### src/design/wws_consts.svh
// named offsets, field positions, reset values and timing for the window watchdog
// assumes a 50 MHz system clock and a classic wishbone register bus
`ifndef WWS_CONSTS_SVH
`define WWS_CONSTS_SVH
`define WWS_CLK_MHZ 50
`define WWS_TICK_NS 1000
`define WWS_TICK_CYC ((`WWS_TICK_NS * `WWS_CLK_MHZ + 999) / 1000)
`define WWS_TICK_W 6
`define WWS_CNT_W 32
`define WWS_ADR_STATUS 8'h00
`define WWS_ADR_MASK 8'h04
`define WWS_ADR_CTRL 8'h08
`define WWS_ADR_STATE 8'h0c
`define WWS_EV_W 3
`define WWS_EV_TIMEOUT 0
`define WWS_EV_EARLY 1
`define WWS_EV_RELEASE 2
`define WWS_CTRL_DIS 0
`define WWS_SEL_OFF 2'h3
`define WWS_SEL_R8 2'h0
`define WWS_SEL_R4 2'h1
`define WWS_TP_CAP 2'h0
`define WWS_TP_NC 2'h1
`define WWS_MASK_RST 3'h0
`define WWS_CTRL_RST 1'h0
`define WWS_ST_FAULT_BIT 0
`define WWS_ST_CODE_LSB 1
`define WWS_ST_KICK_BIT 3
`define WWS_ST_OFF_BIT 4
`endif

### src/design/wws_pkg.sv
// types shared by the window watchdog design
// constants live in wws_consts.svh
package wws_pkg;
  typedef enum logic [1:0] {
    ST_HOLD = 2'b00,
    ST_WATCH = 2'b01,
    ST_FAULT = 2'b10
  } wws_state_type;

  typedef struct packed {
    logic off;
    logic [31:0] lower;
    logic [31:0] upper;
  } wws_cfg_type;

  typedef struct packed {
    logic release_ev;
    logic early;
    logic timeout;
  } wws_ev_type;
endpackage : wws_pkg

### src/design/wws_top.sv
// window watchdog with supervisor reset delay and a wishbone register file
// assumes all inputs synchronous to i_clock except the kick pin, which is synchronised here
// open-drain pins: output value is always low, oe_n low while the pin is pulled low
//
// Functional notes
// host must give a falling kick edge between lower and upper window bounds
// kick is ignored while reset or fault pin is low
// kick transitions have no effect while the watchdog is disabled
// a watchdog timeout pulls the fault output low
// fault output may assert only while the reset output is high
// fault output stays low for the reset delay, then releases
// fault output is undriven whenever reset output is low
// select pins can disable the watchdog
// host keeps the kick pin at a defined level even when disabled
// select pins plus timing pin choose window ratio, timeout, or disable
// when rail is valid, count reset delay then raise reset output
// early kick counts as timeout; valid kick restarts window from zero
// kick is synchronised before falling edge detection
//
// The address map and the Wishbone interface to the registers are this design's own decisions.
`timescale 1ns/1ps
`include "wws_consts.svh"
module wws_top #(
  parameter logic [31:0] P_UPPER_CAP_US = 32'd62740,
  parameter logic [31:0] P_UPPER_NC_US = 32'd1600000,
  parameter logic [31:0] P_UPPER_PU_US = 32'd200000,
  parameter logic [31:0] P_RST_DELAY_US = 32'd200000
) (
  input wire logic i_clock,
  input wire logic i_nrst,
  input wire logic i_rail_ok,
  input wire logic i_watchdog_kick_input,
  input wire logic i_window_select_0,
  input wire logic i_window_select_1,
  input wire logic [1:0] i_watchdog_timing_pin,
  input wire logic i_reset_out_in,
  output logic o_reset_out_out,
  output logic o_reset_out_oe_n,
  input wire logic i_watchdog_fault_out_in,
  output logic o_watchdog_fault_out_out,
  output logic o_watchdog_fault_out_oe_n,
  input wire logic i_wb_cyc,
  input wire logic i_wb_stb,
  input wire logic i_wb_we,
  input wire logic [7:0] i_wb_adr,
  input wire logic [3:0] i_wb_sel,
  input wire logic [31:0] i_wb_dat,
  output logic [31:0] o_wb_dat,
  output logic o_wb_ack,
  output logic o_irq
);

  // window ratio from the select pins, upper bound from the timing pin strap
  function automatic wws_pkg::wws_cfg_type window_cfg(input logic [1:0] sel,
                                                      input logic [1:0] tp);
    wws_pkg::wws_cfg_type c;
    c.off = (sel == `WWS_SEL_OFF);
    case (tp)
      `WWS_TP_CAP: c.upper = P_UPPER_CAP_US;
      `WWS_TP_NC: c.upper = P_UPPER_NC_US;
      default: c.upper = P_UPPER_PU_US;
    endcase
    // select 10, and the off code, fall back to half the upper bound
    case (sel)
      `WWS_SEL_R8: c.lower = c.upper >> 3;
      `WWS_SEL_R4: c.lower = c.upper >> 2;
      default: c.lower = c.upper >> 1;
    endcase
    return c;
  endfunction : window_cfg

  // exact match on the whole byte address, so aliases read as unmapped
  function automatic logic adr_hit(input logic [7:0] adr,
                                   input logic [7:0] offs);
    return (adr == offs);
  endfunction : adr_hit

  // software view of the window state machine
  function automatic logic [31:0] state_word(input logic off,
                                             input logic kick_lvl,
                                             input wws_pkg::wws_state_type st);
    logic [31:0] w;
    w = '0;
    w[`WWS_ST_FAULT_BIT] = (st == wws_pkg::ST_FAULT);
    w[`WWS_ST_CODE_LSB +: $bits(st)] = st;
    w[`WWS_ST_KICK_BIT] = kick_lvl;
    w[`WWS_ST_OFF_BIT] = off;
    return w;
  endfunction : state_word

  // register read view; unmapped offsets read as zero
  function automatic logic [31:0] reg_read(input logic [7:0] adr,
                                           input logic [`WWS_EV_W-1:0] st,
                                           input logic [`WWS_EV_W-1:0] mk,
                                           input logic dis,
                                           input logic [31:0] view);
    logic [31:0] w;
    w = '0;
    case (adr)
      `WWS_ADR_STATUS: w[`WWS_EV_W-1:0] = st;
      `WWS_ADR_MASK: w[`WWS_EV_W-1:0] = mk;
      `WWS_ADR_CTRL: w[`WWS_CTRL_DIS] = dis;
      `WWS_ADR_STATE: w = view;
      default: w = '0;
    endcase
    return w;
  endfunction : reg_read

  // kick synchroniser and edge detector
  // flops reset high, the idle level of the pin, so no false edge follows reset
  logic kick_meta;
  logic kick_sync;
  logic kick_prev;
  logic next_kick_meta;
  logic next_kick_sync;
  logic next_kick_prev;
  logic kick_fall;

  always_comb begin
    next_kick_meta = i_watchdog_kick_input;
    next_kick_sync = kick_meta;
    next_kick_prev = kick_sync;
  end

  always_ff @(posedge i_clock or negedge i_nrst) begin
    if (!i_nrst) begin
      kick_meta <= 1'b1;
      kick_sync <= 1'b1;
      kick_prev <= 1'b1;
    end else begin
      kick_meta <= next_kick_meta;
      kick_sync <= next_kick_sync;
      kick_prev <= next_kick_prev;
    end
  end

  assign kick_fall = kick_prev & ~kick_sync;

  // microsecond tick so the long counters stay in time units
  // free-running phase: every bound carries up to one tick of slack
  logic [`WWS_TICK_W-1:0] tick_cnt;
  logic [`WWS_TICK_W-1:0] next_tick_cnt;
  logic tick;

  always_comb begin
    tick = (tick_cnt == `WWS_TICK_W'(`WWS_TICK_CYC - 1));
    next_tick_cnt = tick ? '0 : tick_cnt + `WWS_TICK_W'(1);
  end

  always_ff @(posedge i_clock or negedge i_nrst) begin
    if (!i_nrst) begin
      tick_cnt <= '0;
    end else begin
      tick_cnt <= next_tick_cnt;
    end
  end

  // supervisor and window state machine
  wws_pkg::wws_state_type state;
  wws_pkg::wws_state_type next_state;
  logic [`WWS_CNT_W-1:0] cnt;
  logic [`WWS_CNT_W-1:0] next_cnt;
  logic sw_disable;
  wws_pkg::wws_cfg_type cfg;
  wws_pkg::wws_ev_type ev;
  logic wd_off;
  logic kick_seen;

  always_comb begin
    cfg = window_cfg({i_window_select_1, i_window_select_0}, i_watchdog_timing_pin);
    wd_off = cfg.off | sw_disable;
    // pin levels are checked too, since other drivers may pull the lines low
    kick_seen = kick_fall & ~wd_off & i_reset_out_in & i_watchdog_fault_out_in;
    next_state = state;
    next_cnt = cnt;
    ev = '0;
    case (state)
      wws_pkg::ST_HOLD: begin
        if (!i_rail_ok) begin
          next_cnt = '0;
        end else if (cnt >= P_RST_DELAY_US) begin
          next_state = wws_pkg::ST_WATCH;
          next_cnt = '0;
          ev.release_ev = 1'b1;
        end else if (tick) begin
          next_cnt = cnt + `WWS_CNT_W'(1);
        end
      end
      wws_pkg::ST_WATCH: begin
        if (!i_rail_ok) begin
          next_state = wws_pkg::ST_HOLD;
          next_cnt = '0;
        end else if (wd_off) begin
          next_cnt = '0;
        end else if (kick_seen && cnt < cfg.lower) begin
          next_state = wws_pkg::ST_FAULT;
          next_cnt = '0;
          ev.early = 1'b1;
        end else if (kick_seen) begin
          next_cnt = '0;
        end else if (cnt >= cfg.upper) begin
          next_state = wws_pkg::ST_FAULT;
          next_cnt = '0;
          ev.timeout = 1'b1;
        end else if (tick) begin
          next_cnt = cnt + `WWS_CNT_W'(1);
        end
      end
      wws_pkg::ST_FAULT: begin
        if (!i_rail_ok) begin
          next_state = wws_pkg::ST_HOLD;
          next_cnt = '0;
        end else if (cnt >= P_RST_DELAY_US) begin
          // the next window starts from zero once the hold ends
          next_state = wws_pkg::ST_WATCH;
          next_cnt = '0;
        end else if (tick) begin
          next_cnt = cnt + `WWS_CNT_W'(1);
        end
      end
      default: begin
        next_state = wws_pkg::ST_HOLD;
        next_cnt = '0;
      end
    endcase
  end

  always_ff @(posedge i_clock or negedge i_nrst) begin
    if (!i_nrst) begin
      state <= wws_pkg::ST_HOLD;
      cnt <= '0;
    end else begin
      state <= next_state;
      cnt <= next_cnt;
    end
  end

  // open-drain pins: only pull low, never drive high
  assign o_reset_out_out = 1'b0;
  assign o_reset_out_oe_n = (state != wws_pkg::ST_HOLD);
  assign o_watchdog_fault_out_out = 1'b0;
  // fault is only pulled while reset is released, else left floating
  assign o_watchdog_fault_out_oe_n = ~(state == wws_pkg::ST_FAULT);

  // wishbone register file with sticky events and mask
  // registered ack gives one wait state; writes land on the edge that
  // completes the transfer, so status, mask and irq change as the ack drops, one clock after it rises
  logic [`WWS_EV_W-1:0] status;
  logic [`WWS_EV_W-1:0] mask;
  logic [`WWS_EV_W-1:0] next_status;
  logic [`WWS_EV_W-1:0] next_mask;
  logic next_sw_disable;
  logic next_ack;
  logic [31:0] next_dat;
  logic wr;
  logic rd_req;
  logic wr_status;
  logic wr_mask;
  logic wr_ctrl;

  always_comb begin
    rd_req = i_wb_cyc & i_wb_stb & ~o_wb_ack;
    wr = i_wb_cyc & i_wb_stb & o_wb_ack & i_wb_we & i_wb_sel[0];
    wr_status = wr & adr_hit(i_wb_adr, `WWS_ADR_STATUS);
    wr_mask = wr & adr_hit(i_wb_adr, `WWS_ADR_MASK);
    wr_ctrl = wr & adr_hit(i_wb_adr, `WWS_ADR_CTRL);
    next_ack = rd_req;
    next_status = status;
    next_mask = mask;
    next_sw_disable = sw_disable;
    next_dat = o_wb_dat;
    if (wr_status) begin
      next_status = status & ~i_wb_dat[`WWS_EV_W-1:0];
    end
    if (wr_mask) begin
      next_mask = i_wb_dat[`WWS_EV_W-1:0];
    end
    if (wr_ctrl) begin
      next_sw_disable = i_wb_dat[`WWS_CTRL_DIS];
    end
    // a new event wins over a clear in the same cycle
    next_status = next_status | ev;
    if (rd_req && !i_wb_we) begin
      next_dat = reg_read(i_wb_adr, status, mask, sw_disable,
                          state_word(wd_off, kick_sync, state));
    end
  end

  always_ff @(posedge i_clock or negedge i_nrst) begin
    if (!i_nrst) begin
      status <= '0;
      mask <= `WWS_MASK_RST;
      sw_disable <= `WWS_CTRL_RST;
      o_wb_ack <= 1'b0;
      o_wb_dat <= 32'h0;
    end else begin
      status <= next_status;
      mask <= next_mask;
      sw_disable <= next_sw_disable;
      o_wb_ack <= next_ack;
      o_wb_dat <= next_dat;
    end
  end

  assign o_irq = |(status & mask);

endmodule : wws_top

### config.mk
export PLATFORM = sky130hd
export DESIGN_NAME = wws_top
export DESIGN_NICKNAME = d
export VERILOG_FILES = /design/src/design/wws_pkg.sv /design/src/design/wws_top.sv
export VERILOG_INCLUDE_DIRS = /design/src /design/src/design
export SDC_FILE = /design/constraint.sdc
export NUM_CORES = 1
export LEC_CHECK = 0
export BUFFER_PORTS_ARGS = -buffer_cell sky130_fd_sc_hd__clkbuf_2
export CORE_ASPECT_RATIO = 0.7
export CORE_UTILIZATION = 55
export CTS_CLUSTER_SIZE = 16
export DETAILED_ROUTE_END_ITERATION = 10
export HOLD_SLACK_MARGIN = 0.06
export PLACE_DENSITY = 0.82
export SLEW_MARGIN = 20
export SYNTH_ARGS = -nofsm -noshare
export SYNTH_HDL_FRONTEND = slang
export SYNTH_SLANG_ARGS = --single-unit
### constraint.sdc
create_clock -name i_clock -period 4.9 [get_ports i_clock]
set_input_delay 0.49 -clock i_clock [delete_from_list [all_inputs] [get_ports i_clock]]
set_output_delay 0.49 -clock i_clock [all_outputs]
set_load 0.1 [all_outputs]
# Word level (Yosys, flattened, before mapping)
# Index checks and enable logic that the tools add are counted.
# word_totals
elab_cells,96
reg_bits,83
output_inout_bits,38
inputBits,57
# op_classes
n_bitwise,21
n_reduce_logical,11
n_eq_ne,13
magnitude_cmp,3
add_sub_neg,2
muxes,35
# op_table
operator,count
two-way mux 32 bit,8
case mux 32 bit (2 select lines),1
case mux 21 bit (2 select lines),1
case mux 20 bit (2 select lines),1
adder 32 x 1 -> 32 bit (second input constant),1
greater-or-equal comparator 32 x 18 -> 1 bit (second input constant),1
greater-or-equal comparator 32 x 21 -> 1 bit,1
less-than comparator 32 x 20 -> 1 bit,1
two-way mux 2 bit,12
== test 8 x 4 -> 1 bit (second input constant),2
bitwise AND 1 bit,12
case mux 2 bit (3 select lines),2
== test 8 x 3 -> 1 bit (second input constant),1
zero test 8 bit,1
!= test 4 bit (second input constant),2
two-way mux 1 bit,7
adder 6 x 1 -> 6 bit (second input constant),1
bitwise AND 3 bit,2
== test 2 x 1 -> 1 bit (second input constant),3
== test 6 bit (second input constant),1
zero test 2 bit,3
two-way mux 6 bit,1
== test 2 bit (second input constant),2
NOT 1 bit,4
other kinds (13),14

# Longest topological paths before layout
# depth
depth_word,12
ltp_mapped,13
mapped_depth_nobuf,12

# Worst setup path after synthesis
# Ideal clock, no wire load.
# synth_path
kind,input to register
start,input port i_watchdog_timing_pin[0]
end,register state[0]
arrival_time_ns,2.553
path_slack_ns,2.281
path_stages,12
setup_ns,0.066
path_cell_list,buf_6 inv_4 nor2_4 inv_4 or2_2 ha_1 nand4_1 nor3_1 o311ai_1 and4_1 a2111oi_2 o31a_1
# synth_via
elab_chain_cells,9
elab_cells_between_ends,14
cone_classes,order compare (2); eq/ne (3); mux (6); reduce/logical (3)
# synth_rtl
item,line_no,rtl
start: declaration,wws_top.sv:35,"input wire logic [1:0] i_watchdog_timing_pin,"
== test 2 x 1 -> 1 bit or zero test 2 bit (tied branches),wws_top.sv:58,case (tp)
case mux 21 bit (2 select lines) (*),wws_top.sv:58,
case mux 20 bit (2 select lines),wws_top.sv:64,case (sel)
less-than comparator 32 x 20 -> 1 bit,wws_top.sv:195,end else if (kick_seen && cnt < cfg.lower) begin
logical AND 1 bit,wws_top.sv:195,
two-way mux 2 bit,wws_top.sv:195,
two-way mux 2 bit,wws_top.sv:193,end else if (wd_off) begin
two-way mux 2 bit,wws_top.sv:190,if (!i_rail_ok) begin
case mux 2 bit (3 select lines),wws_top.sv:177,case (state)
end signal: assignment,wws_top.sv:230,state <= wws_pkg::ST_HOLD;
end signal: assignment,wws_top.sv:233,state <= next_state;
end: declaration,wws_top.sv:159,wws_pkg::wws_state_type state;
# Every way passes the cells marked *; elsewhere a longest branch is shown, timed or not. The select of a mux whose other input is x is not followed.
# A chain may end at the register's enable or synchronous reset.

# Worst setup path in the final report
# layout_path
start,input port i_watchdog_timing_pin[1]
end,register state[0]
# Same word-level chain as after synthesis.

==> impl_metrics.csv <==
group,metric,value,unit
placed_design,place_congestion,0.831,
synth,synth_warnings,0,
clock_network,cts_buffers,5,
placed_design,placed_cells,530,
clock_network,cts_resized,0,
worst_setup_path,crit_path_max_fanout,14,
power_and_ir_drop,p_switching,336,uW
synth,synth.most_common_cell,"dfrtp_1",
placed_design,hpwl,6110,microns
cells_and_area,multi_input_area,2170,sq um
synth,synth.top_cell.area_share,35.1,%
synth,synth-main-ff-cell,"dfrtp_1",
floorplan,num_rows,24,
sta,final-hold-violation-count,0,
grt,grt_max_degree,57,
floorplan,num_io_pins,95,
cells_and_area,syn_to_final_growth,6.28,%
drt,totalWireLength,8140,microns
synth,synth_edf_count,0,
drt,vias_per_cell,5.64,
clock_network,cts_tree,"built",
worst_setup_path,worstSetupStartpoint,"i_watchdog_timing_pin[1]",
synth,synth_top_cell_by_area,"dfrtp_1",
floorplan,die_w,101,microns
clock_network,cts_max_level,2,
drt,via_count,3032,
clock_network,cts_hold_buf,0,
power_and_ir_drop,p_leak,1.83,nW
placed_design,io_buffers,33,
worst_setup_path,crit_required,5.16,ns
grt,grt_pass1_wl,13800,microns
cells_and_area,antenna_cells,0,
grt,grt_pass1_vias,2931,
worst_setup_path,critPathCapture,"state[0]",
cells_and_area,fillers,549,
power_and_ir_drop,powerDensity,235,nW/um^2
drt,drcViolationCount,0,
drt,dr.pass1.iters,5,
power_and_ir_drop,p_sw_share,35.6,%
power_and_ir_drop,pwr-share-clk,28.9,%
sta,skew,0.00512,ns
min_path,whs_path_depth,1,
clock_network,post_cts_buffers,0,
sta,period_share,56.5,%
synth,avgSynthCellArea,9.27,sq um
sta,relSlewSlack,49.5,%
drt,detail-route-antenna-nets,0,
worst_setup_path,critical_path.startpoint_type,"input port",
worst_setup_path,end_kind,"flip-flop",
grt,antenna_found_initial,0,
worst_setup_path,arrival,3.03,ns
synth,synthArstFlopShare,100,%
clock_network,cts.sinks,56,
synth,ys_ff_latch,56,
sta,period_minus_slack,2.77,ns
synth,syn_area,3780,sq um
grt,grtUsageTotal,24.4,%
clock_network,path_clk_slew,0.11,ns
floorplan,start_util,58.9,%
cells_and_area,regArea,1410,sq um
synth,yosys-top-cells-count,"53 x dfrtp_1, 42 x nand2_1, 38 x nor2_1",
clock_network,clockBufferDepth,2,
floorplan,core_area,6430,sq um
status,status,"complete, no violations",
worst_setup_path,path_class,"input port to flip-flop",
power_and_ir_drop,p_int,608,uW
drt,drt_iter0_drc,281,
floorplan,die_h,71.4,microns
clock_network,clk_latency,0.32,ns
synth,synth_sequential_area_ratio,37.1,%
worst_setup_path,rr_endpoint,"cnt[1]",
sta,final-setup-viol-count,0,
drt,wl_per_cell,15.1,microns
sta,fmax,361,MHz
sta,rsz0062_at_grt,"no",
sta,fin_setup_tns,0,ns
worst_setup_path,r2r_start,"cnt[9]",
sta,drv_slew,0,
flow_run,drv_cap,0,
power_and_ir_drop,pwr-share-seq,50.2,%
worst_setup_path,r2r_cells,7,
cells_and_area,drive_above_1_share,17.4,%
worst_setup_path,ff2ff_setup_slack,2.36,ns
floorplan,dieArea,7220,sq um
synth,syn_inst,408,
synth,synth.area.top_cells,"dfrtp_1 35%, ha_1 12%, buf_4 5.8%, nand2_1 4.2%, nor2_1 3.8%",
cells_and_area,post_layout_nonfiller_instances,538,
power_and_ir_drop,ir_worst_vdd,0.140,mV
clock_network,cts-root-buf,"clkbuf_8",
power_and_ir_drop,comb_power_share,20.9,%
sta,worst_slew_pin_slew,0.755,ns
synth,synth_cell_types,58,
min_path,hold_path_class,"input port to flip-flop",
grt,grt-ovfl-total,0,
cells_and_area,final_nets,538,
## critical path: stages
cell       delay (ns)
clkbuf_2         0.24
nor2_4           0.21
inv_4            0.10
or2_2            0.28
ha_1             0.30
nand4_1          0.13
nor3_1           0.29
o311ai_1         0.19
and4_1           0.19
a2111oi_2        0.42
o31a_1           0.17
## power by group through the flow
| stage | registers [mW] | logic (mW) | clock network [mW] |
|---|---|---|---|
| after floorplan | 0.486 | 0.176 | 0 |
| after global placement | 0.483 | 0.191 | 0 |
| after detailed placement | 0.483 | 0.195 | 0 |
| after CTS | 0.474 | 0.196 | 0.282 |
| after global routing | 0.475 | 0.211 | 0.298 |
| final | 0.474 | 0.197 | 0.273 |
## layout by cell type (no fill, tap or decap), types with 4 or more instances in the layout
cell,instances
nand3_1,16
conb_1,39
inv_1,14
clkbuf_8,5
nand4_1,11
nor2_2,11
nor3_1,11
o21ai_0,18
ha_1,35
or2_2,4
nor4_1,7
mux2_2,4
dfrtp_1,53
xor2_1,15
a21oi_1,15
xnor2_1,11
nor2_1,38
nand2_1,42
clkbuf_2,33
## worst min-delay path by stage
stage / from / end / slack, ns
global placement: kick_meta / kick_sync / 0.35
global route: i_watchdog_kick_input / kick_meta / 0.24
CTS: i_watchdog_kick_input / kick_meta / 0.24
floorplan: i_nrst / cnt[0] / 0.19
finish: i_watchdog_kick_input / kick_meta / 0.24
detailed placement: kick_meta / kick_sync / 0.35
## flip-flops by register name, summed over array words and instances, names as in the netlist
register / count
o_wb_dat: 5
o_wb_ack: 1
cnt: 32
status: 3
sw_disable: 1
kick_meta: 1
kick_sync: 1
kick_prev: 1
tick_cnt: 6
mask: 3
state: 2
## kinds of logic after synthesis
kind of cell / synth area share [%]
simple gates: 21.8
buf+inv: 9.33
mux: 2.58
xor+xnor: 6.02
flops: 37.1
fa+ha+maj: 11.6
compound gates: 11.4
other cells: 0.0991
## metrics by stage
step / setup slack (ns) / area, sq um / total power, mW / utilization (%) / hold WS [ns]
2_1_floorplan: 2.28 / 3930 / 0.662 / - / 0.194
3_3_place_gp: 1.91 / 3930 / 0.673 / 61.1 / 0.347
3_5_place_dp: 1.85 / 3930 / 0.678 / 61.1 / 0.349
4_1_cts: 2.18 / 4020 / 0.952 / 62.6 / 0.241
5_1_grt: 1.95 / 4020 / 0.984 / 62.6 / 0.238
6_report: 2.13 / 4020 / 0.944 / 62.6 / 0.241
## final cells by class
| class | instances | share of cell area (%) |
|---|---|---|
| Clock inverter | 3 | 0.685 |
| Inverter | 16 | 1.62 |
| Timing Repair Buffer | 34 | 4.29 |
| Tap cell | 91 | 2.83 |
| Multi-Input combinational cell | 333 | 53.9 |
| Sequential cell | 56 | 34.9 |
| Clock buffer | 5 | 1.71 |
## layer usage
layer	track usage, %	vias to the layer above	part of all wire (%)
li1	-	1438	-
met4	5.96	0	1.7
met1	36.0	1454	48
met5	0	-	0
met2	37.4	123	44
met3	4.29	17	6.1
No activity file was read; power rests on OpenSTA's default activity.
